$ cat config.mk
export PLATFORM = sky130hd
export DESIGN_NAME = vco_autocal_fsm
export DESIGN_NICKNAME = d
export VERILOG_FILES = /design/src/rtl/vco_cal_pkg.sv /design/src/rtl/vco_autocal_fsm.sv /design/src/rtl/vco_link_tx.sv /design/src/rtl/vco_meas_counter.sv
export SDC_FILE = /design/constraint.sdc
export NUM_CORES = 1
export LEC_CHECK = 0
export BUFFER_PORTS_ARGS = -buffer_cell sky130_fd_sc_hd__clkbuf_2
export CAP_MARGIN = 20
export CORE_MARGIN = 2
export CORE_UTILIZATION = 30
export DETAILED_ROUTE_END_ITERATION = 10
export HOLD_SLACK_MARGIN = 0.06
export SKIP_CTS_REPAIR_TIMING = 1
export SLEW_MARGIN = 15
export SYNTH_ARGS = -nofsm -noshare
export SYNTH_HDL_FRONTEND = slang
export SYNTH_HIERARCHICAL = 1
export SYNTH_SLANG_ARGS = --single-unit
$ cat constraint.sdc
create_clock -name sys_clk -period 5.48 [get_ports sys_clk]
set_clock_uncertainty 0.1 [all_clocks]
set_input_delay 1.37 -clock sys_clk [delete_from_list [all_inputs] [get_ports sys_clk]]
set_output_delay 1.37 -clock sys_clk [all_outputs]
set_load 0.005 [all_outputs]
$ cat src/rtl/vco_cal_pkg.sv
package vco_cal_pkg;

    // ------------------------------
    // Widths
    // ------------------------------
    localparam int INT_BITS    = 19;
    localparam int FRAC_BITS   = 24;
    localparam int RDIV_BITS   = 14;
    localparam int WINDOW_BITS = 22;
    localparam int COUNT_BITS  = 27;
    localparam int WORD_BITS   = 16;
    localparam int SWITCH_BITS = 5;

    // ------------------------------
    // Forwarded word layout
    // ------------------------------
    localparam int TARGET_ID_LSB    = 0;
    localparam int REG_INDEX_LSB    = 3;
    localparam int PAYLOAD_LSB      = 7;
    localparam int SWITCH_LSB       = 8;
    localparam int READBACK_TOP_LSB = 13;

    // ------------------------------
    // Cycle counts and reset values
    // ------------------------------
    localparam logic [8:0]  WAIT_UNIT_TICKS = 9'h080;
    localparam logic [4:0]  CAL_XFER_TICKS  = 5'h14;
    localparam logic [4:0]  FWD_XFER_TICKS  = 5'h10;
    localparam logic [2:0]  SWITCH_TOP_BIT  = 3'h4;
    localparam logic [4:0]  SWITCH_MIDPOINT = 5'h10;
    localparam logic [15:0] FWD_RESET       = 16'h0000;
    localparam logic [7:0]  READBACK_RESET  = 8'h00;

    // ------------------------------
    // Grouped signals
    // ------------------------------
    typedef struct packed {
        logic       autoCalOff;
        logic       fracMode;
        logic [1:0] clkSel;
        logic [1:0] waitK;
        logic [2:0] measSel;
    } calCfg_t;

    typedef struct packed {
        logic                 intWrite;
        logic                 fracWrite;
        logic                 fwdWrite;
        logic [INT_BITS-1:0]  intValue;
        logic [FRAC_BITS-1:0] fracValue;
        logic [WORD_BITS-1:0] fwdValue;
    } hostWrite_t;

    typedef struct packed {
        logic serClk;
        logic serData;
        logic serEnable;
    } linkPins_t;

    // Window exponent: codes 4..7 skip exponent 4
    function automatic logic [3:0] measExp(input logic [2:0] sel);
        measExp = sel[2] ? {1'b0, sel} + 4'h1 : {1'b0, sel};
    endfunction : measExp

    // Machine clock exponent: 0, 2, 4 or 5
    function automatic logic [2:0] clkExp(input logic [1:0] sel);
        case (sel)
            2'h0:    clkExp = 3'h0;
            2'h1:    clkExp = 3'h2;
            2'h2:    clkExp = 3'h4;
            default: clkExp = 3'h5;
        endcase
    endfunction : clkExp

endpackage : vco_cal_pkg

$ cat src/rtl/vco_autocal_fsm.sv
`timescale 1ns/1ps
// Behaviour
// Autocal on: each frequency change starts calibration
// Same-value rewrite reruns calibration
// Window is R times 2^n reference periods
// Window codes 0-7 give exponents 0-3, 5-8
// Ratio is integer plus fraction over 2^24
// Expected count is floor(ratio times 2^n)
// Machine clock is reference divided by 1, 4, 16 or 32
// Host keeps machine clock at most 50 MHz
// Machine clock paces the VCO serial link
// Worst case: six measurements, seven 20-tick sends
// Wait k times 128 machine cycles before measuring
// Divider loads only after the final switch value
// Chosen switches readable in 8 bits after calibration
// Autocal off: forwarding writes go to the VCO at once
// A forward takes 16 link clocks
// Autocal off: host writes switches first, then divider
// Fraction write calibrates then loads, or loads at once
// Fractional mode: host writes integer only when it changes
// Host forwards only for manual control or divider
// Every fractional-mode change includes a fractional write
// Fast hops: host replays stored calibrated switches
// Host picks a resolution finer than 800 kHz
// Word: target id bits 2:0, index bits 6:3, payload 15:7
// Host zeroes forwarding bits 6:0 before calibrating
// Integer-mode integer write calibrates then loads, or loads at once
// Switch bits searched MSB first, count versus expected
module vco_autocal_fsm
    import vco_cal_pkg::*;
(
    // Clock and reset
    input  wire logic                           sys_clk,
    input  wire logic                           reset,
    // Reference and VCO edge pulses
    input  wire logic                           refEdge,
    input  wire logic                           vcoEdge,
    input  wire logic [RDIV_BITS-1:0]           refDivRatio,
    // Configuration
    input  wire vco_cal_pkg::calCfg_t           cfg,
    // Host writes
    input  wire vco_cal_pkg::hostWrite_t        hostWr,
    // Divider outputs
    output logic [INT_BITS-1:0]                 prescalerInt,
    output logic [FRAC_BITS-1:0]                modulatorFrac,
    output logic                                dividerLoad,
    // Status
    output logic [7:0]                          switchReadback,
    output logic                                calBusy,
    // Internal VCO serial link
    output vco_cal_pkg::linkPins_t              internal_vco_serial_link
);
    import vco_cal_pkg::*;

    typedef enum logic [2:0] {
        PH_IDLE,
        PH_FORWARD,
        PH_SEND,
        PH_WAIT,
        PH_MEAS,
        PH_LOAD
    } phase_t;

    typedef struct packed {
        phase_t               phase;
        logic [4:0]           tickCnt;
        logic [SWITCH_BITS-1:0] swVal;
        logic [2:0]           bitIdx;
        logic                 firstSend;
        logic                 decided;
        logic                 commit;
        logic                 again;
        logic [8:0]           waitLeft;
        logic [WORD_BITS-1:0] fwdReg;
        logic [INT_BITS-1:0]  pendInt;
        logic [FRAC_BITS-1:0] pendFrac;
        logic [INT_BITS-1:0]  prescalerInt;
        logic [FRAC_BITS-1:0] modulatorFrac;
        logic                 dividerLoad;
        logic [7:0]           readback;
        logic                 linkStart;
        logic [WORD_BITS-1:0] linkWord;
        logic [4:0]           linkCycles;
        logic                 measStart;
    } calState_t;

    calState_t st_reg;
    calState_t st_next;

    logic                   tick;
    logic [4:0]             tickLimit;
    logic                   linkBusy;
    logic                   linkDone;
    logic                   measDone;
    logic [COUNT_BITS-1:0]  measCount;
    logic [3:0]             winExp;
    logic [WINDOW_BITS-1:0] window;
    logic [50:0]            scaled;
    logic [COUNT_BITS-1:0]  expected;
    logic                   calTrigger;
    logic                   directLoad;
    logic                   tooFast;

    // ------------------------------
    // Machine clock tick and measurement targets
    // ------------------------------

    // Divided reference as a tick; host keeps it within 50 MHz
    assign tickLimit = 5'((6'h01 << clkExp(cfg.clkSel)) - 6'h01);
    assign tick      = refEdge && (st_reg.tickCnt >= tickLimit);

    // Window of R times 2^n reference periods
    assign winExp = measExp(cfg.measSel);
    assign window = WINDOW_BITS'({8'h00, refDivRatio} << winExp);

    // Ratio with 24 fraction bits, scaled, then floored
    assign scaled   = {8'h00, st_reg.pendInt, st_reg.pendFrac} << winExp;
    assign expected = scaled[50:24];

    // Count above target: VCO fast, add capacitance
    assign tooFast = measCount > expected;

    // Which write starts a calibration, by mode
    assign calTrigger = cfg.fracMode ? hostWr.fracWrite
                                     : hostWr.intWrite;
    // Autocal off: written divider goes straight through
    assign directLoad = cfg.autoCalOff && calTrigger;

    // ------------------------------
    // Next-state logic
    // ------------------------------
    always_comb begin
        st_next             = st_reg;
        st_next.linkStart   = 1'b0;
        st_next.measStart   = 1'b0;
        st_next.dividerLoad = 1'b0;

        // Tick divider wraps on each machine tick
        if (refEdge) begin
            st_next.tickCnt = tick ? 5'h00 : st_reg.tickCnt + 5'h01;
        end

        // Host register captures
        if (hostWr.intWrite) begin
            st_next.pendInt = hostWr.intValue;
        end
        if (hostWr.fracWrite) begin
            st_next.pendFrac = hostWr.fracValue;
        end
        if (hostWr.fwdWrite) begin
            st_next.fwdReg = hostWr.fwdValue;
        end

        // Direct load with no VCO adjustment
        if (directLoad) begin
            st_next.prescalerInt  = hostWr.intWrite ? hostWr.intValue
                                                    : st_reg.prescalerInt;
            st_next.modulatorFrac = hostWr.fracWrite ? hostWr.fracValue
                                                     : st_reg.modulatorFrac;
            st_next.dividerLoad   = 1'b1;
        end else if (calTrigger && st_reg.phase != PH_IDLE) begin
            // Rerun after this pass, even at same value
            st_next.again = 1'b1;
        end

        case (st_reg.phase)
            PH_IDLE: begin
                if (hostWr.fwdWrite) begin
                    // Forward now, 16 link cycles
                    st_next.linkStart  = 1'b1;
                    st_next.linkWord   = hostWr.fwdValue;
                    st_next.linkCycles = FWD_XFER_TICKS;
                    st_next.phase      = PH_FORWARD;
                    st_next.again      = calTrigger && !cfg.autoCalOff;
                end else if (calTrigger && !cfg.autoCalOff) begin
                    st_next.again = 1'b1;
                    st_next.phase = PH_LOAD;
                end
            end
            PH_FORWARD: begin
                if (linkDone) begin
                    st_next.phase = st_reg.again ? PH_LOAD : PH_IDLE;
                end
            end
            PH_SEND: begin
                if (linkDone) begin
                    if (st_reg.commit) begin
                        st_next.phase = PH_LOAD;
                    end else if (st_reg.firstSend) begin
                        st_next.firstSend = 1'b0;
                        st_next.waitLeft  = 9'({7'h00, cfg.waitK}
                                               * WAIT_UNIT_TICKS);
                        st_next.phase     = PH_WAIT;
                    end else begin
                        st_next.measStart = 1'b1;
                        st_next.phase     = PH_MEAS;
                    end
                end
            end
            PH_WAIT: begin
                if (st_reg.waitLeft == 9'h000) begin
                    st_next.measStart = 1'b1;
                    st_next.phase     = PH_MEAS;
                end else if (tick) begin
                    st_next.waitLeft = st_reg.waitLeft - 9'h001;
                end
            end
            PH_MEAS: begin
                if (measDone) begin
                    st_next.linkStart = 1'b1;
                    st_next.phase     = PH_SEND;
                    if (st_reg.decided) begin
                        // Check pass done: resend final word
                        st_next.commit = 1'b1;
                    end else begin
                        st_next.swVal[st_reg.bitIdx] = tooFast;
                        if (st_reg.bitIdx == 3'h0) begin
                            st_next.decided = 1'b1;
                        end else begin
                            st_next.bitIdx = st_reg.bitIdx - 3'h1;
                            st_next.swVal[st_reg.bitIdx - 3'h1] = 1'b1;
                        end
                    end
                    // Switch field replaced, id and index kept
                    st_next.linkWord = {st_reg.fwdReg[WORD_BITS-1:
                                                      READBACK_TOP_LSB],
                                        st_next.swVal,
                                        st_reg.fwdReg[SWITCH_LSB-1:0]};
                end
            end
            PH_LOAD: begin
                if (st_reg.commit) begin
                    // Final switch set: now load divider
                    st_next.prescalerInt  = st_reg.pendInt;
                    st_next.modulatorFrac = st_reg.pendFrac;
                    st_next.dividerLoad   = 1'b1;
                    st_next.readback      = {st_reg.fwdReg[15:13],
                                             st_reg.swVal};
                    st_next.commit        = 1'b0;
                end
                if (st_reg.again || !st_reg.commit) begin
                    if (linkBusy) begin
                        st_next.phase = PH_LOAD;
                    end else begin
                        // Start a pass at the bank midpoint
                        st_next.again      = 1'b0;
                        st_next.commit     = 1'b0;
                        st_next.swVal      = SWITCH_MIDPOINT;
                        st_next.bitIdx     = SWITCH_TOP_BIT;
                        st_next.firstSend  = 1'b1;
                        st_next.decided    = 1'b0;
                        st_next.linkStart  = 1'b1;
                        st_next.linkCycles = CAL_XFER_TICKS;
                        st_next.linkWord   = {st_reg.fwdReg[15:13],
                                              SWITCH_MIDPOINT,
                                              st_reg.fwdReg[7:0]};
                        st_next.phase      = PH_SEND;
                    end
                end else begin
                    st_next.phase = PH_IDLE;
                end
            end
            default: begin
                st_next.phase = PH_IDLE;
            end
        endcase
    end

    // ------------------------------
    // State register
    // ------------------------------
    always_ff @(posedge sys_clk) begin
        if (reset) begin
            st_reg          <= '0;
            st_reg.phase    <= PH_IDLE;
            st_reg.fwdReg   <= FWD_RESET;
            st_reg.readback <= READBACK_RESET;
        end else begin
            st_reg <= st_next;
        end
    end

    // ------------------------------
    // Link shifter and edge counter
    // ------------------------------

    // Link runs on the machine tick
    vco_link_tx u_link (
        .sys_clk (sys_clk),
        .reset   (reset),
        .tick    (tick),
        .start   (st_reg.linkStart),
        .word    (st_reg.linkWord),
        .cycles  (st_reg.linkCycles),
        .busy    (linkBusy),
        .done    (linkDone),
        .pins    (internal_vco_serial_link)
    );

    vco_meas_counter u_meas (
        .sys_clk (sys_clk),
        .reset   (reset),
        .start   (st_reg.measStart),
        .window  (window),
        .refEdge (refEdge),
        .vcoEdge (vcoEdge),
        .count   (measCount),
        .done    (measDone)
    );

    // ------------------------------
    // Outputs
    // ------------------------------
    assign prescalerInt   = st_reg.prescalerInt;
    assign modulatorFrac  = st_reg.modulatorFrac;
    assign dividerLoad    = st_reg.dividerLoad;
    assign switchReadback = st_reg.readback;
    assign calBusy        = st_reg.phase != PH_IDLE;

endmodule : vco_autocal_fsm

$ cat src/rtl/vco_link_tx.sv
`timescale 1ns/1ps
module vco_link_tx
    import vco_cal_pkg::*;
(
    // Clock and reset
    input  wire logic                  sys_clk,
    input  wire logic                  reset,
    // Machine clock tick
    input  wire logic                  tick,
    // Request
    input  wire logic                  start,
    input  wire logic [WORD_BITS-1:0]  word,
    input  wire logic [4:0]            cycles,
    // Status
    output logic                       busy,
    output logic                       done,
    // Link pins
    output vco_cal_pkg::linkPins_t     pins
);
    import vco_cal_pkg::*;

    typedef struct packed {
        logic                 active;
        logic [WORD_BITS-1:0] shift;
        logic [4:0]           left;
        logic                 done;
        linkPins_t            pins;
    } linkState_t;

    linkState_t st_reg;
    linkState_t st_next;

    // ------------------------------
    // Shifter, MSB first, one bit per machine tick
    // ------------------------------
    always_comb begin
        st_next             = st_reg;
        st_next.done        = 1'b0;
        st_next.pins.serClk = 1'b0;
        if (!st_reg.active && start) begin
            st_next.active = 1'b1;
            st_next.shift  = word;
            st_next.left   = cycles;
        end else if (st_reg.active && tick) begin
            st_next.pins.serClk  = 1'b1;
            st_next.pins.serData = st_reg.shift[WORD_BITS-1];
            st_next.shift        = {st_reg.shift[WORD_BITS-2:0], 1'b0};
            st_next.left         = st_reg.left - 5'h01;
            // Trailing ticks shift zeros: gap time for the receiver
            if (st_reg.left == 5'h01) begin
                st_next.active = 1'b0;
                st_next.done   = 1'b1;
            end
        end
        // Enable covers the last clock pulse as well
        st_next.pins.serEnable = st_next.active || st_next.pins.serClk;
    end

    always_ff @(posedge sys_clk) begin
        if (reset) begin
            st_reg <= '0;
        end else begin
            st_reg <= st_next;
        end
    end

    assign busy = st_reg.active;
    assign done = st_reg.done;
    assign pins = st_reg.pins;

endmodule : vco_link_tx

$ cat src/rtl/vco_meas_counter.sv
`timescale 1ns/1ps
module vco_meas_counter
    import vco_cal_pkg::*;
(
    // Clock and reset
    input  wire logic                   sys_clk,
    input  wire logic                   reset,
    // Control
    input  wire logic                   start,
    input  wire logic [WINDOW_BITS-1:0] window,
    // Edges
    input  wire logic                   refEdge,
    input  wire logic                   vcoEdge,
    // Result
    output logic [COUNT_BITS-1:0]       count,
    output logic                        done
);
    import vco_cal_pkg::*;

    typedef struct packed {
        logic                   active;
        logic [WINDOW_BITS-1:0] left;
        logic [COUNT_BITS-1:0]  count;
        logic                   done;
    } measState_t;

    measState_t st_reg;
    measState_t st_next;

    // ------------------------------
    // Count VCO edges across a window of reference periods
    // ------------------------------
    always_comb begin
        st_next      = st_reg;
        st_next.done = 1'b0;
        if (start) begin
            st_next.active = 1'b1;
            st_next.left   = window;
            st_next.count  = '0;
        end else if (st_reg.active) begin
            if (vcoEdge) begin
                st_next.count = st_reg.count + 27'h0000001;
            end
            if (refEdge) begin
                st_next.left = st_reg.left - 22'h000001;
                if (st_reg.left <= 22'h000001) begin
                    st_next.active = 1'b0;
                    st_next.done   = 1'b1;
                end
            end
        end
    end

    always_ff @(posedge sys_clk) begin
        if (reset) begin
            st_reg <= '0;
        end else begin
            st_reg <= st_next;
        end
    end

    assign count = st_reg.count;
    assign done  = st_reg.done;

endmodule : vco_meas_counter

* Word level (Yosys, flattened, before mapping)
Index checks and enable logic that the tools add are counted.
Word-level totals: bits in registers 240, output and inout bits 56, logic and storage cells 192
Cells by class: add/subtract/negate cells 8, $lt $le $gt $ge 7, equal/unequal tests 23, shifts and indexed selects 3, mux-type cells 74, bitwise logic cells 5, reduce and logical (&&, ||, !) cells 41
Operators with widths (number):
- $mux W52 | 2
- $mux W22 | 4
- $mux W51 | 1
- $pmux W17 S3 | 1
- $shl A43 B4 Y51 | 1
- $mux W50 | 1
- $mux W9 | 5
- $mux W44 | 1
- $mux W3 | 11
- $add A27 B1 Y27 const B | 1
- $gt A27 B27 Y1 | 1
- $mux W27 | 1
- $mux W25 | 1
- $mux W12 | 2
- $mux W24 | 1
- $mux W8 | 3
- $mux W23 | 1
- $le A22 B1 Y1 const B | 1
- $ne A2 B2 Y1 const B | 11
- $shl A14 B4 Y22 | 1
- $sub A22 B1 Y22 const B | 1
- $mux W1 | 21
- $mux W19 | 1
- $pmux W3 S6 | 1
- 47 further kinds | 86

* Depth between registers and ports, before layout
Gate-level depths: netlist (run 1).
word-level depth 10, depth in mapped cells 16, mapped depth without buffers 14

* Cells and area by module
Netlist (run 1), hierarchy kept.
Modules (own cells, without submodules):
- vco_autocal_fsm | instances 1, cells an instance 1179, area each 9774.4 µm², seq. area each 3103.0 µm²
- vco_meas_counter | instances 1, cells an instance 336, area each 2820.2 µm², seq. area each 1021.0 µm²
- vco_link_tx | instances 1, cells an instance 122, area each 1096.1 µm², seq. area each 520.5 µm²

* Worst setup path after synthesis (run 1)
Ideal clock, no wire load.
kind input to register, start input cfg[0] (netlist name), end register st_reg[150] (netlist name), setup time 88 ps, arrival 4904 ps, required time 5292 ps, setup slack 388 ps, cell stages on the path 13, buffers on the path 1, path through ha_1 > mux2i_1 > buf_2 > mux2i_1 > mux2i_1 > mux2i_1 > o22a_1 > ha_1 > nand4_2 > or4_4 > o211a_1 > or4_1 > a311oi_2
On the way: longest elaborated chain between the ends 10
Ends and longest elaborated chain:
- from (decl) | line vco_autocal_fsm.sv:40 | input wire vco_cal_pkg::calCfg_t cfg,
- $add A3 B1 Y4 | line vco_cal_pkg.sv:62 | measExp = sel[2] ? {1'b0, sel} + 4'h1 : {1'b0, sel};
- $mux W4 * | line vco_cal_pkg.sv:62
- $shl A43 B4 Y51 * | line vco_autocal_fsm.sv:117 | assign scaled = {8'h00, st_reg.pendInt, st_reg.pendFrac} << winExp;
- $gt A27 B27 Y1 * | line vco_autocal_fsm.sv:121 | assign tooFast = measCount > expected;
- $bwmux W5 * | line vco_autocal_fsm.sv:216 | st_next.swVal[st_reg.bitIdx] = tooFast;
- $or A5 B5 Y5 (no line)
- $mux W8 * | line vco_autocal_fsm.sv:217 | if (st_reg.bitIdx == 3'h0) begin
- $mux W8 * | line vco_autocal_fsm.sv:212 | if (st_reg.decided) begin
- $mux W8 * | line vco_autocal_fsm.sv:209 | if (measDone) begin
- $pmux W8 S2 * | line vco_autocal_fsm.sv:166 | case (st_reg.phase)
- to (signal assigned) | line vco_autocal_fsm.sv:279 | st_reg <= st_next;
- to (decl) | line vco_autocal_fsm.sv:87 | calState_t st_reg;
Mark *: on every way between the ends. The rest lies on a longest branch, timed or not. The select of a mux whose other input is x is not followed. A chain may end at the register's enable or synchronous reset.

* Worst setup path after layout (run 1)
start input cfg[1] (netlist name), end register st_reg[150] (netlist name)
Same word-level chain as after synthesis.

==> results of run 1 <==
metrics by stage:
stage,setup slack [ps],cell area [um^2]
2_1_floorplan,388,13700
6_report,690,15400
5_1_grt,432,15400
4_1_cts,735,15400
3_3_place_gp,239,14400
3_5_place_dp,171,14400
routing by layer:
metal | routed length (um) | up-vias | share of wire [%]
li1 | - | 5878 | -
met1 | 17600 | 5679 | 48
met2 | 16700 | 318 | 45
met3 | 1980 | 59 | 5.3
met4 | 787 | 0 | 2.1
met5 | 0 | - | 0
cell families after synthesis:
logic type      after synthesis  share of synthesized area [%]
buf+inv                     215                           8.54
other cells                   1                         0.0274
fa+ha+maj                    42                           3.84
simple gates                561                           19.4
mux                         207                           15.6
flops                       232                           33.9
xor+xnor                     29                           1.91
compound gates              350                           16.8
cell type report:
| type | instances | area share, % |
|---|---|---|
| clock buffer | 37 | 4.90 |
| clock inverter | 11 | 1.52 |
| inverter | 29 | 0.709 |
| multi-input combinational | 1192 | 51.6 |
| sequential | 232 | 30.2 |
| tap | 600 | 4.89 |
| timing repair buffer | 167 | 6.10 |
worst paths after layout:
kind                     to  slack (ps)  depth (start not counted)
max             st_reg[150]         690                         15
min          u_link/pins[1]         350                          2
max reg2reg     st_reg[150]        1950                         11
min reg2reg  u_link/pins[1]         350                          2
report_power, final:
part	total, mW	switching, mW	internal, mW
logic	0.980	0.581	0.398
registers	1.94	0.121	1.82
clock network	2.01	0.729	1.28
total	4.93	1.43	3.50
cell usage in the layout, fill, tap and decap left out, types with 15 or more instances in the layout:
cell type / netlist / layout
or3_1: 15 / 15
or4_1: 20 / 20
o31ai_1: 15 / 15
clkbuf_2: 0 / 143
inv_1: 28 / 28
nor3_1: 18 / 18
mux2i_1: 198 / 197
o21ai_0: 54 / 54
nand2_1: 149 / 148
a211oi_1: 71 / 71
buf_4: 84 / 20
dfxtp_1: 232 / 232
a311oi_1: 15 / 15
clkbuf_16: 0 / 27
a21oi_1: 106 / 106
a22oi_1: 19 / 19
nor2_1: 221 / 221
xor2_1: 20 / 19
ha_1: 42 / 42
nand4_1: 23 / 23
nand3_1: 43 / 43
Yosys cell counts, types with 3 or more instances:
master,count,area [um^2]
buf_2,20,100
o211ai_1,4,30.0
nand4_1,23,144
a21o_1,4,30.0
buf_4,84,631
nor4_1,6,37.5
and4_1,7,61.3
a311oi_1,15,131
nor2_1,221,830
nand2_1,149,559
dfxtp_1,232,4640
ha_1,42,526
xor2_1,20,175
mux4_2,5,113
a32oi_1,3,26.3
a21oi_1,106,531
nor3_1,18,90.1
nand3b_1,4,30.0
or4_1,20,150
nand4b_1,3,26.3
inv_1,28,105
nand3_1,43,215
nand2b_1,6,37.5
o21a_1,5,37.5
o22ai_1,6,37.5
nor2b_1,6,37.5
o31ai_1,15,113
and2_1,13,81.3
buf_6,3,33.8
clkbuf_1,67,251
a31oi_1,10,62.6
and3_1,6,37.5
xnor2_1,8,70.1
mux2_2,4,45.0
mux2i_1,198,1980
buf_1,12,45.0
a211oi_1,71,533
or3_1,15,93.8
o21ai_0,54,270
nand4_2,3,37.5
and3b_1,3,26.3
a22oi_1,19,143
nor3b_1,4,30.0
worst max-delay path, cell delays in order:
cell,delay [ps]
clkbuf_2,130
ha_1,330
mux2i_4,190
buf_12,240
mux2i_1,280
mux2i_1,140
mux2i_1,220
nor2_1,60
a31oi_1,180
ha_1,190
nand4_2,140
or4_4,590
o211a_1,270
or4_1,530
a311oi_2,250
==> impl_results.md, run 1 <==
* Final RePlAce weighted congestion at around 0.89
* Syn avg cell area at 8.36 um^2
* Tcrit/Tclk final at between 80% and 90%
* Worst-case hold slack at roughly 350 ps
* Drt drc at 0
* Top-level port count at between 100 and 150
* Worst setup path start: cfg[1]
* First-pass DRT Iterations at 5
* Met2 Use GR at roughly a quarter
* Grt ovf at 0
* HPWL after detailed placement at approximately 27 mm
* Worst-margin pin slew at ~1000 ps
* Pins Over Slew Limit at 0
* DR iter-0 viols at just over 800
* Largest net degree at the start of global routing at 95
* Routing usage on met3 at 2.38%
* Reg2Reg Launch Point: st_reg[115]
* Setup TNS at 0 ps
* Ys flop type: dfxtp_1
* M1 GR Usage at 21.3%
* Wire per inst at ~16 um
* Storage element area at 0.00464 mm^2
* Critical path class: in2reg
* Global Route Usage Sum at approximately 15%
* Antenna violations before repair at 0
* Die area at about 0.047 mm^2
* Nets at approximately 1.8k
* Die Ht at between 200 and 250 um
* Worst Hold Class: reg2reg
* Critical path required time at 5830 ps
* Outcome: finished clean
* Clock buffer depth at 3
* Vias/cell at 5.26
* Clk Tree Root Cell: clkbuf_16
* Clock transition at path regs at 60 ps
* Worst EP arrival at between 5000 and 6000 ps
* Num CTS Buffers at 26
* F_max at between 200 and 250 MHz
* CP Launch Type: input port
* CP max FO at 32
* Most used routing layer: met2
* CP Capture Type: register
* Pleak at approximately 6.5 nW
* Synth-to-layout area growth at 12.2%
* Global-route wire length before repair at between 50 and 60 mm
* Vias in the first global route at roughly 11k
* Number of synthesized register bits at 232
* Share of post-route cells with drive strength above 1 at 14.3%
* Max_cap viols at 0
* CTS Sinks at approximately 230
* ANT nets after route at 0
* Ys async rst share at 0%
* CTS tree: yes
* Post-synth EDFFs at 0
* RSZ-0062 raised after global routing: no
* Cell variety after synth at between 70 and 80
* Cell Count, Final, Fillers Out at about 2.3k
* Relative slew slack at roughly 33%
* Crit path time final at roughly 4800 ps
* Fin. Hold Viols at 0
* Power Total at 4.93 mW
* # fillers at about 4.7k
* Ant diodes at 0
* Inst Count DP at approximately 2.2k
* # rows at 78
* Vias at approximately 12k
* CORE AREA at 0.0452 mm^2
* Die width at ~220 um
* Port bufs at approximately 140
* Fin util at 34.0%
* PwrDens at ~320 mW/mm^2
* Worst min-delay path startpoint: u_link/pins[1]
* Later-pin clock latency in the skew report at between 500 and 600 ps
* VDD IR-drop max at around 0.25 mV
* Final setup viols at 0
* Yosys Warn Count at 6
* Part of the Yosys area used for sequential elements at around 34%
* Multi-input logic area at just under 0.008 mm^2
* Mapped Area at ~0.014 mm^2
* Initial Util at a little under a third
* Number of flip-flops in the largest register at 103
* Drt total wl at between 30 and 40 mm
* H-tree Lvls at 1
* Synth Instances at between 1.5k and 2k
Note: power is estimated with default switching activity, not from simulation.
==> run 2: changes to the inputs <==
Clock period 5.48 ns to 4.74 ns, I/O delays scaled along.
==> impl_results.md, run 2 (synthesized netlist as in run 1, its figures left out) <==
* Outcome: finished clean (unchanged)
* Flop2flop setup slack at 1320 ps (was 1950 ps)
* Reg2Reg Launch Point: st_reg[109] (was st_reg[115])
* CP Capture Type: register (unchanged)
* VDD IR-drop max at 0.326 mV (was 0.248 mV)
* Met2 Use GR at 24.4% (was 24.2%)
* Cell area after layout at 0.0157 mm^2 (was 0.0154 mm^2)
* Final setup viols at 0 (unchanged)
* M1 GR Usage at 21.2% (was 21.3%)
* Placed Instance Area at 0.0148 mm^2 (was 0.0144 mm^2)
* HPWL after detailed placement at 27.0 mm (was 26.8 mm)
* Die Ht at 218 um (unchanged)
* Top-level port count at 145 (unchanged)
* RSZ-0062 raised after global routing: no (unchanged)
* Worst setup path end: st_reg[18] (was st_reg[150])
* Antenna violations before repair at 3 (was 0)
* Clk Tree Root Cell: clkbuf_16 (unchanged)
* Crit path time final at between 4000 and 5000 ps
* Worst EP arrival at 4900 ps (was 5140 ps)
* # rows at 78 (unchanged)
* Initial Util at 30.3% (unchanged)
* CP Launch Type: input port (unchanged)
* Drt total wl at 37.1 mm (about the same)
* Commonest cells after routing, fill and taps aside: dfxtp_1, nor2_1, mux2i_1 (unchanged)
* Nets at 1,825 (was 1,779)
* Wire per inst at 16.0 um (was 16.4 um)
* PwrDens at 349 mW/mm^2 (was 321 mW/mm^2)
* Routing usage on met3 at 2.94% (was 2.38%)
* Number of flip-flops in the largest register at 103 (unchanged)
* CTS tree: yes (unchanged)
* Drt drc at 0 (unchanged)
* Tcrit/Tclk final at a little over nine tenths
* Commonest non-fill, non-tap cell in the layout: dfxtp_1 (unchanged)
* Global Route Usage Sum at 15.2% (about the same)
* CORE AREA at 0.0452 mm^2 (unchanged)
* Worst Hold Class: reg2reg (unchanged)
* Worst setup path start: cfg[1] (unchanged)
* Most used routing layer: met2 (unchanged)
* Global-route wire length before repair at 59.8 mm (was 59.7 mm)
* Grt ovf at 0 (unchanged)
* Die area at 0.0474 mm^2 (unchanged)
* CP max FO at 19 (was 32)
* Vias in the first global route at 11.4k (was 11.2k)
* Clock buffer depth at 3 (unchanged)
* Die width at 218 um (unchanged)
* Share of post-route cells with drive strength above 1 at 16.8% (was 14.3%)
* Num CTS Buffers at 25 (was 26)
* CTS Sinks at 232 (unchanged)
* Relative slew slack at 32.2% (was 32.9%)
* Later-pin clock latency in the skew report at 540 ps (was 550 ps)
* Port bufs at 144 (unchanged)
* Clock transition at path regs at 60 ps (about the same)
* Cell depth of the worst flop-to-flop path at 13 (was 11)
* ANT nets after route at 0 (unchanged)
* Max_cap viols at 0 (unchanged)
* Largest net degree at the start of global routing at 169 (was 95)
* Fin. Hold Viols at 0 (unchanged)
* H-tree Lvls at 1 (unchanged)
* Critical path required time at 5060 ps (was 5830 ps)
* Critical R2R Capture: st_reg[18] (was st_reg[150])
* F_max at ~220 MHz
* Worst-margin pin slew at 1020 ps (was 1010 ps)
* Vias at 12.0k (was 11.9k)
* Pins Over Slew Limit at 0 (unchanged)
* Pleak at 6.72 nW (was 6.54 nW)
* Worst-case hold slack at 353 ps (was 352 ps)
* DR iter-0 viols at 651 (was 811)
* Hold path depth at 2 (unchanged)
* Final RePlAce weighted congestion at 0.880 (was 0.892)
* First-pass DRT Iterations at 5 (unchanged)
* Synth-to-layout area growth at 14.4% (was 12.2%)
* Critical path class: in2reg (unchanged)
* Vias/cell at 5.17 (was 5.26)
[run 2: cell types whose count changed in the layout (fill, tap and decap cells not counted), moves of 2 or more]
cell	before	now
buf_4	20	61
clkbuf_8	4	7
bufinv_16	7	2
clkbuf_1	6	4
buf_12	3	9
clkbuf_16	27	25
[run 2: final cells by class]
class | instances | area, um^2
antenna | 1 | 2.50
clock buffer | 36 | 737
clock inverter | 10 | 113
fill | 4656 | 29500
inverter | 29 | 109
multi-input combinational | 1192 | 7940
sequential | 232 | 4640
tap | 600 | 751
timing repair buffer | 214 | 1370
[run 2: power breakdown]
group / switching, mW / internal [mW] / leakage, nW
clock network: 0.840 / 1.19 / 0.416
logic: 0.679 / 0.517 / 4.42
registers: 0.137 / 2.11 / 1.89
total: 1.66 / 3.81 / 6.72
[run 2: per-stage QoR]
step,setup WS [ps],TNS (ps),power [mW],utilization [%],instances
2_1_floorplan,23.6,0,3.10,-,1639
3_3_place_gp,-219,-1280,3.45,32.7,2263
3_5_place_dp,-360,-2990,3.47,32.7,2263
4_1_cts,217,0,5.51,34.6,2309
5_1_grt,11.2,0,5.75,34.7,2313
6_report,168,0,5.47,34.7,2314
[run 2: worst min-delay path by stage]
stage,start,to
after floorplan,st_reg[154],switchReadback[4]
after global placement,u_link/st_reg[22],u_link/st_reg[22]
after detailed placement,switchReadback[1],switchReadback[1]
after CTS,switchReadback[1],switchReadback[1]
after global routing,u_link/st_reg[24],u_link/pins[1]
final,u_link/st_reg[24],u_link/pins[1]
[run 2: per-layer routing]
layer	vias to the layer above	part of all wire (%)
met2	306	45
met5	-	0.057
met1	5648	48
met4	4	1.8
met3	46	5.5
li1	5964	-
[run 2: worst max-delay path, stage by stage]
cell	delay, ps
clkbuf_2	150
ha_1	330
mux2i_4	170
buf_12	180
buf_4	170
mux2i_1	100
mux2i_1	280
mux2i_1	160
nand2_1	100
nand2_1	60
ha_1	290
nand4_1	140
or4_4	510
buf_4	160
nor4_1	320
buf_4	220
o2111a_1	260
o21ai_0	90
